## src/pkg/ees_pkg.sv

```systemverilog
// Functional notes
// - Program cycle finishes within 5 ms after stop
// - Write-protect high blocks all array writes
// - SDA changes with SCL high are conditions
// - Falling SDA, SCL high, is start
// - Rising SDA, SCL high, is stop
// - Eight-bit words, acknowledge low on ninth clock
// - Standby at power-up and after finished stop
// - Start, nine clocks, start, stop recovers idle
// - Device word upper nibble must be 1010
// - Bits 3..1 must match the three straps
// - Mismatch gives no acknowledge, wait for start
// - Address LSB one reads, zero writes
// - Byte write: word address, data, stop
// - Ignore bus during the program cycle
// - Page write up to eight bytes, stop
// - Increment low three address bits, wrap page
// - Poll: acknowledge only after program completes
// - Sample on SCL rise, drive after fall
// - Small variant 7-bit address, large 8-bit
package ees_pkg;
	// ==========================================
	// Device address word layout
	localparam logic [3:0] DEV_TYPE_CODE = 4'hA;
	localparam int DEV_TYPE_MSB = 7;
	localparam int DEV_TYPE_LSB = 4;
	localparam int DEV_SEL_MSB = 3;
	localparam int DEV_SEL_LSB = 1;
	localparam int DEV_RW_BIT = 0;
	// ==========================================
	// Word sizes
	localparam int BYTE_BITS = 8;
	localparam logic [3:0] BIT_CNT_FULL = 4'h8;
	localparam int PAGE_BITS = 3;
	localparam int ADDR_W_LARGE = 8;
	localparam int ADDR_W_SMALL = 7;
	localparam int FIFO_DEPTH = 32;
	// ==========================================
	// Timing
	localparam int unsigned PROG_TIME_MS = 5;
	localparam int unsigned SYS_CLK_KHZ = 100000;
	// Longest time: exact integer product, nothing is rounded
	localparam int unsigned PROG_CYCLES = PROG_TIME_MS * SYS_CLK_KHZ;
	// ==========================================
	// Types
	typedef struct packed {
		logic [7:0] addr;
		logic [7:0] data;
	} ees_wr_t;
	localparam int WR_W = $bits(ees_wr_t);
	typedef enum logic [4:0] {
		ST_IDLE = 5'h01,
		ST_DEVADR = 5'h02,
		ST_WORDADR = 5'h04,
		ST_DATA = 5'h08,
		ST_IGNORE = 5'h10
	} ees_state_t;
endpackage

```

## src/rtl/ees_fifo.sv

```systemverilog
`timescale 1ns/10ps
module ees_fifo
	import ees_pkg::*;
#(
	parameter int WIDTH = WR_W,
	parameter int DEPTH = FIFO_DEPTH
) (
	// Clock and reset
	input wire logic i_clk,
	input wire logic i_rst_n,
	input wire logic i_flush,
	// Fill side
	input wire logic i_in_valid,
	output logic o_in_ready,
	input wire logic [WIDTH-1:0] i_in_data,
	// Drain side
	output logic o_out_valid,
	input wire logic i_out_ready,
	output logic [WIDTH-1:0] o_out_data,
	// Status
	output logic o_empty
);
	localparam int PW = $clog2(DEPTH);
	// ==========================================
	// Storage and pointers
	logic [WIDTH-1:0] mem_reg [DEPTH];
	logic [PW-1:0] wr_ptr_reg;
	logic [PW-1:0] rd_ptr_reg;
	logic [PW:0] count_reg;
	logic push;
	logic pop;
	logic out_valid_reg;
	logic [WIDTH-1:0] out_data_reg;

	// The output register is one of the DEPTH slots, so count it as well
	assign o_in_ready = ((count_reg + (PW+1)'(out_valid_reg)) != (PW+1)'(DEPTH));
	assign push = i_in_valid && o_in_ready;
	// Refill the output register when empty or being taken
	assign pop = (count_reg != '0) && (!out_valid_reg || i_out_ready);
	assign o_out_valid = out_valid_reg;
	assign o_out_data = out_data_reg;
	assign o_empty = !out_valid_reg && (count_reg == '0);

	// Memory write, no reset needed on data
	always_ff @(posedge i_clk) begin
		if (push) begin
			mem_reg[wr_ptr_reg] <= i_in_data;
		end
	end

	// Pointers and fill level
	always_ff @(posedge i_clk or negedge i_rst_n) begin
		if (!i_rst_n) begin
			wr_ptr_reg <= '0;
			rd_ptr_reg <= '0;
			count_reg <= '0;
		end else if (i_flush) begin
			wr_ptr_reg <= '0;
			rd_ptr_reg <= '0;
			count_reg <= '0;
		end else begin
			if (push) begin
				wr_ptr_reg <= wr_ptr_reg + 1'b1;
			end
			if (pop) begin
				rd_ptr_reg <= rd_ptr_reg + 1'b1;
			end
			count_reg <= count_reg + (PW+1)'(push) - (PW+1)'(pop);
		end
	end

	// Registered read data
	always_ff @(posedge i_clk or negedge i_rst_n) begin
		if (!i_rst_n) begin
			out_valid_reg <= 1'b0;
			out_data_reg <= '0;
		end else if (i_flush) begin
			out_valid_reg <= 1'b0;
		end else if (pop) begin
			out_valid_reg <= 1'b1;
			out_data_reg <= mem_reg[rd_ptr_reg];
		end else if (i_out_ready) begin
			out_valid_reg <= 1'b0;
		end
	end
endmodule

```

## src/rtl/ees_top.sv

```systemverilog
`timescale 1ns/10ps
module ees_top
	import ees_pkg::*;
#(
	parameter int ADDR_W = ADDR_W_LARGE,
	parameter int unsigned P_PROG_CYCLES = PROG_CYCLES,
	parameter int P_FIFO_DEPTH = FIFO_DEPTH
) (
	// Clock and reset
	input wire logic i_sys_clk,
	input wire logic i_reset_n,
	// Two-wire bus pins
	input wire logic i_scl,
	input wire logic i_sda,
	output logic o_sda_out,
	output logic o_sda_oe_n,
	// Straps and protection
	input wire logic i_chip_select_strap_2,
	input wire logic i_chip_select_strap_1,
	input wire logic i_chip_select_strap_0,
	input wire logic i_write_protect,
	// Array write port
	output logic o_wr_valid,
	input wire logic i_wr_ready,
	output ees_wr_t o_wr,
	// Status
	output logic o_busy,
	output logic o_standby
);
	// Counter wide enough for the whole program time
	localparam int CW = $clog2(P_PROG_CYCLES + 1);
	localparam logic [CW-1:0] PROG_LAST = CW'(P_PROG_CYCLES - 1);
	localparam logic [7:0] ADDR_MASK = 8'(2**ADDR_W - 1);
	localparam logic [7:0] PAGE_MASK = 8'(2**PAGE_BITS - 1);

	// ==========================================
	// Reset release
	logic rst_meta_reg;
	logic rst_n;

	// Assert at once, release after two clean edges
	// Keeps a late release from reaching flops on different edges
	always_ff @(posedge i_sys_clk or negedge i_reset_n) begin
		if (!i_reset_n) begin
			rst_meta_reg <= 1'b0;
			rst_n <= 1'b0;
		end else begin
			rst_meta_reg <= 1'b1;
			rst_n <= rst_meta_reg;
		end
	end

	// ==========================================
	// Pin synchronisers
	// SCL, SDA, protect and the three straps share one bank
	localparam int SYNC_W = 6;
	logic [SYNC_W-1:0] pin_raw;
	logic [SYNC_W-1:0] sync1_reg;
	logic [SYNC_W-1:0] sync2_reg;
	logic scl_prev_reg; // Only reads the second stage
	logic sda_prev_reg;
	logic scl_s;
	logic sda_s;
	logic wp_s;
	logic [2:0] strap_s;

	assign pin_raw = {i_scl, i_sda, i_write_protect, i_chip_select_strap_2,
		i_chip_select_strap_1, i_chip_select_strap_0};
	assign scl_s = sync2_reg[5];
	assign sda_s = sync2_reg[4];
	assign wp_s = sync2_reg[3];
	assign strap_s = sync2_reg[2:0];

	// Two flops per pin; bus idles high so SCL and SDA reset to one, the others to zero
	always_ff @(posedge i_sys_clk or negedge rst_n) begin
		if (!rst_n) begin
			sync1_reg <= 6'h30;
			sync2_reg <= 6'h30;
			scl_prev_reg <= 1'b1;
			sda_prev_reg <= 1'b1;
		end else begin
			sync1_reg <= pin_raw;
			sync2_reg <= sync1_reg;
			scl_prev_reg <= scl_s;
			sda_prev_reg <= sda_s;
		end
	end

	// ==========================================
	// Edge and condition detection
	logic scl_rise;
	logic scl_fall;
	logic start_det;
	logic stop_det;

	// Edges are seen in the same cycle the second stage moves
	assign scl_rise = scl_s && !scl_prev_reg;
	assign scl_fall = !scl_s && scl_prev_reg;
	// SDA moving while SCL stays high is never data
	assign start_det = scl_s && scl_prev_reg && sda_prev_reg && !sda_s;
	assign stop_det = scl_s && scl_prev_reg && !sda_prev_reg && sda_s;

	// ==========================================
	// Bus state and byte assembly
	ees_state_t state_reg;
	ees_state_t after_ack_reg; // State to enter once the ack bit ends
	logic [7:0] shift_reg;
	logic [3:0] bit_cnt_reg;
	logic ack_phase_reg;
	logic [7:0] word_addr_reg;
	logic wr_seen_reg;
	logic read_seen_reg;
	logic busy_reg;
	logic dev_match;
	logic fifo_in_ready;
	logic fifo_push;
	logic byte_done;
	ees_wr_t fifo_in;

	// Upper nibble fixed, then straps, then direction bit
	assign dev_match = (shift_reg[DEV_TYPE_MSB:DEV_TYPE_LSB] == DEV_TYPE_CODE)
		&& (shift_reg[DEV_SEL_MSB:DEV_SEL_LSB] == strap_s);
	assign byte_done = scl_fall && !ack_phase_reg && (bit_cnt_reg == BIT_CNT_FULL);
	// Protected data is accepted on the wire but never queued
	assign fifo_push = byte_done && (state_reg == ST_DATA) && !wp_s && fifo_in_ready;
	assign fifo_in.addr = word_addr_reg & ADDR_MASK;
	assign fifo_in.data = shift_reg;

	// Shift in on SCL rise; count bits of the current word
	always_ff @(posedge i_sys_clk or negedge rst_n) begin
		if (!rst_n) begin
			shift_reg <= 8'h00;
			bit_cnt_reg <= 4'h0;
		end else if (start_det) begin
			// A start always opens a fresh word
			bit_cnt_reg <= 4'h0;
		end else if (scl_rise && !ack_phase_reg && bit_cnt_reg != BIT_CNT_FULL) begin
			// A full count blocks further shifts until the ack ends or a start
			shift_reg <= {shift_reg[BYTE_BITS-2:0], sda_s};
			bit_cnt_reg <= bit_cnt_reg + 4'h1;
		end else if (scl_fall && ack_phase_reg) begin
			// The ninth clock carries no data bit
			bit_cnt_reg <= 4'h0;
		end
	end

	// Main bus sequencer
	always_ff @(posedge i_sys_clk or negedge rst_n) begin
		if (!rst_n) begin
			state_reg <= ST_IDLE;
			after_ack_reg <= ST_IDLE;
			ack_phase_reg <= 1'b0;
			o_sda_oe_n <= 1'b1;
		end else if (start_det) begin
			// Any start, even mid word, restarts decoding
			state_reg <= ST_DEVADR;
			ack_phase_reg <= 1'b0;
			o_sda_oe_n <= 1'b1;
		end else if (stop_det) begin
			// Stop ends any sequence; programming is decided elsewhere
			state_reg <= ST_IDLE;
			ack_phase_reg <= 1'b0;
			o_sda_oe_n <= 1'b1;
		end else if (scl_fall && ack_phase_reg) begin
			// Ninth clock over: release the line
			o_sda_oe_n <= 1'b1;
			ack_phase_reg <= 1'b0;
			state_reg <= after_ack_reg;
		end else if (byte_done) begin
			unique case (state_reg)
				ST_DEVADR: begin
					// While programming the device stays deaf
					if (dev_match && !busy_reg) begin
						o_sda_oe_n <= 1'b0;
						ack_phase_reg <= 1'b1;
						// Reads are not served; stay silent after the ack
						after_ack_reg <= shift_reg[DEV_RW_BIT] ? ST_IGNORE
							: ST_WORDADR;
					end else begin
						state_reg <= ST_IGNORE;
					end
				end
				ST_WORDADR: begin
					o_sda_oe_n <= 1'b0;
					ack_phase_reg <= 1'b1;
					after_ack_reg <= ST_DATA;
				end
				ST_DATA: begin
					// A full queue refuses the byte rather than lose it
					if (wp_s || fifo_in_ready) begin
						o_sda_oe_n <= 1'b0;
						ack_phase_reg <= 1'b1;
						after_ack_reg <= ST_DATA;
					end else begin
						state_reg <= ST_IGNORE;
					end
				end
				ST_IDLE: begin
					// No start seen yet: bits are not decoded
					state_reg <= ST_IDLE;
				end
				ST_IGNORE: begin
					state_reg <= ST_IGNORE;
				end
			endcase
		end
	end

	// Pin output is only ever a low; the enable does the work
	// Driving a high would fight other devices on the wire
	always_ff @(posedge i_sys_clk or negedge rst_n) begin
		if (!rst_n) begin
			o_sda_out <= 1'b0;
		end else begin
			o_sda_out <= 1'b0;
		end
	end

	// ==========================================
	// Word address with page wrap
	always_ff @(posedge i_sys_clk or negedge rst_n) begin
		if (!rst_n) begin
			word_addr_reg <= 8'h00;
		end else if (byte_done && state_reg == ST_WORDADR) begin
			// The address byte loads the pointer outright
			word_addr_reg <= shift_reg & ADDR_MASK;
		end else if (byte_done && state_reg == ST_DATA && (wp_s || fifo_in_ready)) begin
			// Low bits roll within the page, page bits held
			word_addr_reg <= (word_addr_reg & ~PAGE_MASK)
				| ((word_addr_reg + 8'h01) & PAGE_MASK);
		end
	end

	// Track what kind of sequence the next stop ends
	always_ff @(posedge i_sys_clk or negedge rst_n) begin
		if (!rst_n) begin
			wr_seen_reg <= 1'b0;
			read_seen_reg <= 1'b0;
		end else if (start_det || stop_det) begin
			wr_seen_reg <= 1'b0;
			read_seen_reg <= 1'b0;
		end else begin
			if (fifo_push) begin
				wr_seen_reg <= 1'b1;
			end
			// A matched read request marks a read sequence
			if (byte_done && state_reg == ST_DEVADR && dev_match && !busy_reg
				&& shift_reg[DEV_RW_BIT]) begin
				read_seen_reg <= 1'b1;
			end
		end
	end

	// ==========================================
	// Write queue
	// Queue holds received bytes until the stop commits them
	logic fifo_out_valid;
	logic fifo_take;
	logic fifo_empty;
	logic [WR_W-1:0] fifo_out;

	// A start that is not a poll drops an unfinished sequence
	ees_fifo #(
		.WIDTH(WR_W),
		.DEPTH(P_FIFO_DEPTH)
	) u_fifo (
		.i_clk(i_sys_clk),
		.i_rst_n(rst_n),
		.i_flush(start_det && !busy_reg),
		.i_in_valid(fifo_push),
		.o_in_ready(fifo_in_ready),
		.i_in_data(fifo_in),
		.o_out_valid(fifo_out_valid),
		.i_out_ready(fifo_take),
		.o_out_data(fifo_out),
		.o_empty(fifo_empty)
	);

	// Array writes only flow during the program cycle
	assign fifo_take = busy_reg && fifo_out_valid && (!o_wr_valid || i_wr_ready);

	// Output stage to the array
	always_ff @(posedge i_sys_clk or negedge rst_n) begin
		if (!rst_n) begin
			o_wr_valid <= 1'b0;
			o_wr <= '0;
		end else if (fifo_take) begin
			// A word is held until the array takes it
			o_wr_valid <= 1'b1;
			o_wr <= ees_wr_t'(fifo_out);
		end else if (i_wr_ready) begin
			o_wr_valid <= 1'b0;
		end
	end

	// ==========================================
	// Self-timed program cycle
	logic [CW-1:0] prog_cnt_reg;
	logic prog_timed_reg;

	// Start on a stop after queued data; end when timed out and drained
	always_ff @(posedge i_sys_clk or negedge rst_n) begin
		if (!rst_n) begin
			busy_reg <= 1'b0;
			prog_cnt_reg <= '0;
			prog_timed_reg <= 1'b0;
		end else if (!busy_reg) begin
			if (stop_det && wr_seen_reg) begin
				busy_reg <= 1'b1;
				prog_cnt_reg <= '0;
				prog_timed_reg <= 1'b0;
			end
		end else begin
			// Counter stops at the end so a slow drain cannot wrap it
			if (prog_cnt_reg == PROG_LAST) begin
				prog_timed_reg <= 1'b1;
			end else begin
				prog_cnt_reg <= prog_cnt_reg + 1'b1;
			end
			// Drain finishes long before the timer unless the array stalls
			if ((prog_timed_reg || prog_cnt_reg == PROG_LAST) && fifo_empty
				&& !o_wr_valid) begin
				busy_reg <= 1'b0;
			end
		end
	end

	// ==========================================
	// Status outputs
	always_ff @(posedge i_sys_clk or negedge rst_n) begin
		if (!rst_n) begin
			o_busy <= 1'b0;
			o_standby <= 1'b1;
		end else begin
			// Status lags the internal flag by one cycle
			o_busy <= busy_reg;
			// Idle or ignored bus and nothing pending means standby
			o_standby <= (state_reg == ST_IDLE || state_reg == ST_IGNORE)
				&& !busy_reg && !(stop_det && wr_seen_reg);
		end
	end

	// Reads are ignored but still end in standby on stop
	logic unused_read;
	assign unused_read = read_seen_reg;
endmodule

```

## config.mk

```make
export PLATFORM = sky130hd
export DESIGN_NAME = ees_top
export DESIGN_NICKNAME = d
export VERILOG_FILES = /design/src/pkg/ees_pkg.sv /design/src/rtl/ees_fifo.sv /design/src/rtl/ees_top.sv
export SDC_FILE = /design/constraint.sdc
export NUM_CORES = 1
export LEC_CHECK = 0
export BUFFER_PORTS_ARGS = -buffer_cell sky130_fd_sc_hd__buf_4
export CORE_ASPECT_RATIO = 0.9
export CORE_MARGIN = 8
export CORE_UTILIZATION = 35
export CTS_CLUSTER_DIAMETER = 50
export DETAILED_ROUTE_END_ITERATION = 8
export GPL_TIMING_DRIVEN = 1
export PLACE_DENSITY = 0.56
export SLEW_MARGIN = 40
export SYNTH_ARGS = -nofsm -noshare
export SYNTH_HDL_FRONTEND = slang
export SYNTH_HIERARCHICAL = 1
export SYNTH_SLANG_ARGS = --single-unit
```

## constraint.sdc

```tcl
create_clock -name i_sys_clk -period 5.7 [get_ports i_sys_clk]
set_input_delay 1.14 -clock i_sys_clk [delete_from_list [all_inputs] [get_ports i_sys_clk]]
set_output_delay 1.14 -clock i_sys_clk [all_outputs]
set_load 0.01 [all_outputs]
```

; ---- After elaboration in Yosys (flattened, before gate mapping)
; Memory sizes are Yosys's and may differ from the RTL's. A register that Yosys moved wholly into a read port is not among the register bits.
; Index checks and enable logic that the tools add are counted.
[totals]
wordCells = 180
out_inout_bits = 21
ram_bits = 512
register_bits = 106
mem_count = 1
in_bits = 9
[op_classes]
reduce_logical = 68
eq_ne = 19
bitwise = 5
addsub = 8
n_mux = 53
[memory_table]
columns = name, depth, word_bits, read_ports, rd_clocked_by_memory_dff, write_ports, line
row1 = u_fifo.mem_reg, 32, 16, 1, 1, 1, ees_fifo.sv:26  ; logic [WIDTH-1:0] mem_reg [DEPTH];
[ops]
columns = op, count
row1 = 5-bit 2-to-1 mux, 13
row2 = 19-bit 2-to-1 mux, 3
row3 = 1-bit logical AND, 30
row4 = 1-bit 2-to-1 mux, 27
row5 = 5-bit one-hot mux with 4 select lines, 1
row6 = 19-bit by 1-bit adder with 19-bit output (second input constant), 1
row7 = 19-bit == test (second input constant), 1
row8 = 8-bit 2-to-1 mux, 2
row9 = 5-bit != test (second input constant), 3
row10 = 5-bit one-hot mux with 3 select lines, 1
row11 = 6-bit by 1-bit adder with 6-bit output, 2
row12 = 4-bit 2-to-1 mux, 3
row13 = 2-bit nonzero test, 6
row14 = 6-bit nonzero test, 2
row15 = 1-bit logical NOT, 11
row16 = 5-bit by 1-bit adder with 5-bit output (second input constant), 2
row17 = 3-bit nonzero test, 3
row18 = 4-bit == test (second input constant), 2
row19 = 8-bit by 3-bit OR with 8-bit output, 1
row20 = 2-bit AND reduction, 4
row21 = 4-bit AND reduction, 2
row22 = 7-bit AND reduction, 1
row23 = 7-bit nonzero test, 1
row24 = 6-bit logical NOT, 1
row25 = 19 further kinds, 30

; ---- Longest topological paths before layout
[logic_depth]
word_depth = 11
mapped_depth = 18
ltp_nobuf = 16

; ---- Modules after synthesis
; The synthesis kept the hierarchy.
[modules_own_cells]
columns = module, cells_per_inst, seq_area_each_um2, area_each_um2, n_inst
row1 = ees_fifo, 1061, 16200.5, 21295.4, 1
row2 = ees_top, 338, 2214.6, 3895.0, 1

; ---- Worst setup path before layout
; Ideal clock, no wire load.
[synth_timing]
kind = input port to flip-flop
from = input i_wr_ready
to = register u_fifo.count_reg[5]
n_path_buf = 1
required_time_ps = 5631
slack_ps = 1899
setup_time_ps = 69
path_stages = 13
arrival_ps = 3732
cell_sequence = inv_1 -> a21oi_1 -> buf_2 -> nor2b_1 -> nor2_1 -> ha_1 -> inv_1 -> ha_1 -> a21o_1 -> a21oi_1 -> o21bai_1 -> or4_1 -> nand3_1
[synth_between]
elab_chain_len = 6
[synth_rtl]
columns = item, line
row1 = start: declaration, ees_top.sv:24  ; input wire logic i_wr_ready,
row2 = 1-bit logical OR, ees_top.sv:280  ; assign fifo_take = busy_reg && fifo_out_valid && (!o_wr_valid || i_wr_ready);
row3 = 1-bit logical AND, ees_top.sv:280
row4 = via fifo_take, ees_top.sv:258  ; logic fifo_take;
row5 = 1-bit logical OR, ees_fifo.sv:39  ; assign pop = (count_reg != '0) && (!out_valid_reg || i_out_ready);
row6 = 1-bit logical AND, ees_fifo.sv:39
row7 = 6-bit by 1-bit subtractor with 6-bit output, ees_fifo.sv:68  ; count_reg <= count_reg + (PW+1)'(push) - (PW+1)'(pop);
row8 = 6-bit 2-to-1 mux, ees_fifo.sv:57  ; end else if (i_flush) begin
row9 = end signal: assignment, ees_fifo.sv:68
row10 = end: declaration, ees_fifo.sv:29  ; logic [PW:0] count_reg;
; The timed path passes the listed nets, and every way through them passes these cells.
; A chain may end at the register's enable or synchronous reset.

; ---- Worst setup path in the final report
[layout_timing]
from = register bit_cnt_reg[0]
to = register u_fifo.count_reg[5]
[layout_between]
elab_chain_len = 9
[layout_rtl]
columns = item, line
row1 = start: declaration, ees_top.sv:108  ; logic [3:0] bit_cnt_reg;
row2 = start signal: assignment, ees_top.sv:140  ; bit_cnt_reg <= bit_cnt_reg + 4'h1;
row3 = 4-bit == test, ees_top.sv:123  ; assign byte_done = scl_fall && !ack_phase_reg && (bit_cnt_reg == BIT_CNT_FULL);
row4 = 1-bit logical AND, ees_top.sv:123
row5 = 1-bit logical AND (3 in a row), ees_top.sv:125  ; assign fifo_push = byte_done && (state_reg == ST_DATA) && !wp_s && fifo_in_ready;
row6 = via fifo_push, ees_top.sv:116  ; logic fifo_push;
row7 = 1-bit logical AND, ees_fifo.sv:37  ; assign push = i_in_valid && o_in_ready;
row8 = 6-bit by 1-bit adder with 6-bit output, ees_fifo.sv:68
row9 = 6-bit by 1-bit subtractor with 6-bit output, ees_fifo.sv:68
row10 = 6-bit 2-to-1 mux, ees_fifo.sv:57
; The timed path passes the listed nets, and every way through them passes these cells.

==> metrics.yaml <==
status:
  outcome: "finished clean"
global_routing:
  grt_max_degree: 91
  overflow: 0
  met1_usage: 0.211
  grt_pass1_wl_microns: 90600
  grt_pass1_vias: 13600
  grt-busiest-layer: "met2"
  gr-usage-all-layers: 0.148
  grt_antenna_before_repair: 2
  use_met3: 0.0364
  grt_use_met2: 0.226
detailed_routing:
  finalWirelength_microns: 60100
  viasPerCell: 5.33
  drtPass1Iterations: 5
  drt_iter0_markers: 1113
  wire_per_inst_microns: 24.1
  vias: 13300
  ant_nets: 0
  drc: 0
sta:
  final-setup-viol-count: 0
  timing.final.crit_share: 0.667
  rsz0062_at_grt: "no"
  slew_headroom: 0.437
  maxSlewViolCount: 0
  worst_slew_pin_slew_ps: 840
  fmax_mhz: 263
  fin_setup_tns_ps: 0
  hold_viol: 0
  finalClockSkew_ps: 19.2
  fin_crit_ps: 3800
clock_tree:
  numCtsBuffers: 71
  cts.repair.resized: 0
  cts_htree_levels: 3
  cts_tree: "yes"
  clkLatencyLatePin_ps: 600
  clk_path_buf_depth: 3
  post-cts-setup-buffers: 0
  clk_pin_slew_ps: 60
  holdBufCountCts: 0
  clock-sinks: 633
  cts_root_buf: "clkbuf_16"
logic_synthesis:
  synth_top_cell_area_share: 0.610
  synth_area_sq_um: 25200
  async_reset_ff_frac: 0.191
  synth_cells: 1399
  synth_area_leaders: "edfxtp_1 (61%), dfrtp_1 (11%), mux4_2 (8.6%)"
  synth_cell_types: 73
  yosysTopAreaCell: "edfxtp_1"
  synthMostInstantiatedCell: "edfxtp_1"
  synth-edff-count: 512
  syn_nets: 1431
  ys_seq_area_frac: 0.731
  yosys-top-cells-count: "edfxtp_1 (512), dfrtp_1 (111), mux4_2 (96), nor2_1 (85), mux2i_1 (68)"
  ys_seq_elements: 633
  syn-mean-instance-area_sq_um: 18.0
  ys_warn_count: 6
  synthFlopType: "edfxtp_1"
power_and_ir_drop:
  switchingPower_mw: 3.15
  power_density_nw_per_um2: 412
  switching_share: 0.263
  p_leak_nw: 9.64
  intPower_mw: 8.83
  clockPowerShare: 0.374
  power_mw: 12.0
  seqPwrFrac: 0.467
  ir_drop_mv: 0.236
  combPwrFrac: 0.159
critical_path:
  crit_type: "flop to flop"
  worstSetupStartpointType: "flop"
  path_max_fanout: 8
  cp-end-kind: "flop"
  critPathLaunch: "bit_cnt_reg[0]"
  cp.required_ps: 6230
  critical_path_arrival_ps: 4330
  reg2reg_from: "bit_cnt_reg[0]"
placement:
  dpl.hpwl_microns: 36100
  port_buffers: 28
  gp_congestion: 0.775
floorplan:
  start_util: 0.353
  num_io_pins: 30
  num_rows: 93
  dieArea_sq_um: 80800
  core_area_sq_um: 71400
  die_width_microns: 299
  die_h_microns: 271
final_layout:
  drive_gt1_frac: 0.241
  largest_reg_flops: 512
  n_fill_cell: 6452
  nNetsFinal: 1523
  num_antenna_cells: 0
  syn2layout_area_growth_pct: 15.4
run:
  cap_violations: 0
hold_path:
  hold_class: "flop to asynchronous set/reset pin"
power groups by stage:
stage	Sequential, mW	Combinational (mW)	Clock [mW]
finish	5.60	1.90	4.48
global route	5.63	2.07	4.78
global placement	5.69	1.90	0
floorplan	5.60	1.39	0
CTS	5.61	1.94	4.60
detailed placement	5.70	1.93	0
placed cells by master, fill, tap and decap left out, drive strengths merged, types with 15 or more instances in the layout:
cell type,netlist,final
edfxtp,512,512
dfrtp,111,111
clkbuf,28,99
mux4,96,96
buf,39,86
nor2,85,85
mux2i,68,68
a21oi,36,36
nand2,35,35
o22ai,34,34
a211oi,34,34
inv,29,33
mux2,31,31
ha,22,22
o21ai,22,22
and3,19,19
a221oi,16,16
a211o,16,16
clkinv,0,16
nand3,15,15
cell families after synthesis:
group	Yosys count	share of synthesized area
mux	195	0.127
simple gates	233	0.0491
xor+xnor	22	0.00765
fa+ha+maj	23	0.0117
flops	633	0.731
compound gates	195	0.0552
other cells	2	0.000298
buf+inv	96	0.0183
metal layers:
| layer | share of wire | wire length (microns) | vias to the layer above |
|---|---|---|---|
| met2 | 0.45 | 27300 | 431 |
| li1 | - | - | 5791 |
| met3 | 0.071 | 4280 | 89 |
| met1 | 0.45 | 27200 | 6986 |
| met4 | 0.023 | 1390 | 0 |
| met5 | 0 | 0 | - |
area by class of cell:
cell class              instances  area [sq um]  area share
flip-flops and latches        633         18400       0.634
multi-input cells             670          6340       0.218
clock buffers                  99          2050      0.0705
well taps                     950          1190      0.0409
repair buffers                 86           694      0.0239
clock inverters                26           258     0.00887
inverters                      29           109     0.00374
worst paths after layout:
path	cells after the start	endpoint	slack, ps
min in group i_sys_clk	0	sync2_reg[3]	350
worst min-delay path	0	o_wr[5]	270
worst max register to register	15	u_fifo/count_reg[5]	1900
max in group asynchronous	1	o_standby	4530
worst min register to register	0	o_wr[5]	270
worst max-delay path	15	u_fifo/count_reg[5]	1900
stage by stage:
stage	setup WS, ps	std cells	instance area (sq um)	hold WS, ps	utilization
finish	1900	2493	29100	267	0.407
global route	1560	2493	29100	293	0.407
CTS	1840	2491	29000	291	0.406
detailed placement	1750	2366	26700	335	0.374
global placement	1850	2364	26700	331	0.374
floorplan	1900	1399	25200	331	-
worst max-delay path, stage by stage (launching register included):
cell and delay [ps]:
dfrtp_1 420, inv_1 80, ha_1 180, nand3b_4 90, or3_1 490, nor4b_2 370
o41a_1 390, inv_1 170, ha_1 210, inv_1 90, ha_1 240, a21o_1 180
a21oi_1 230, o21bai_1 110, or4_1 400, nand3_1 90
Power figures use the tool's default switching activity.
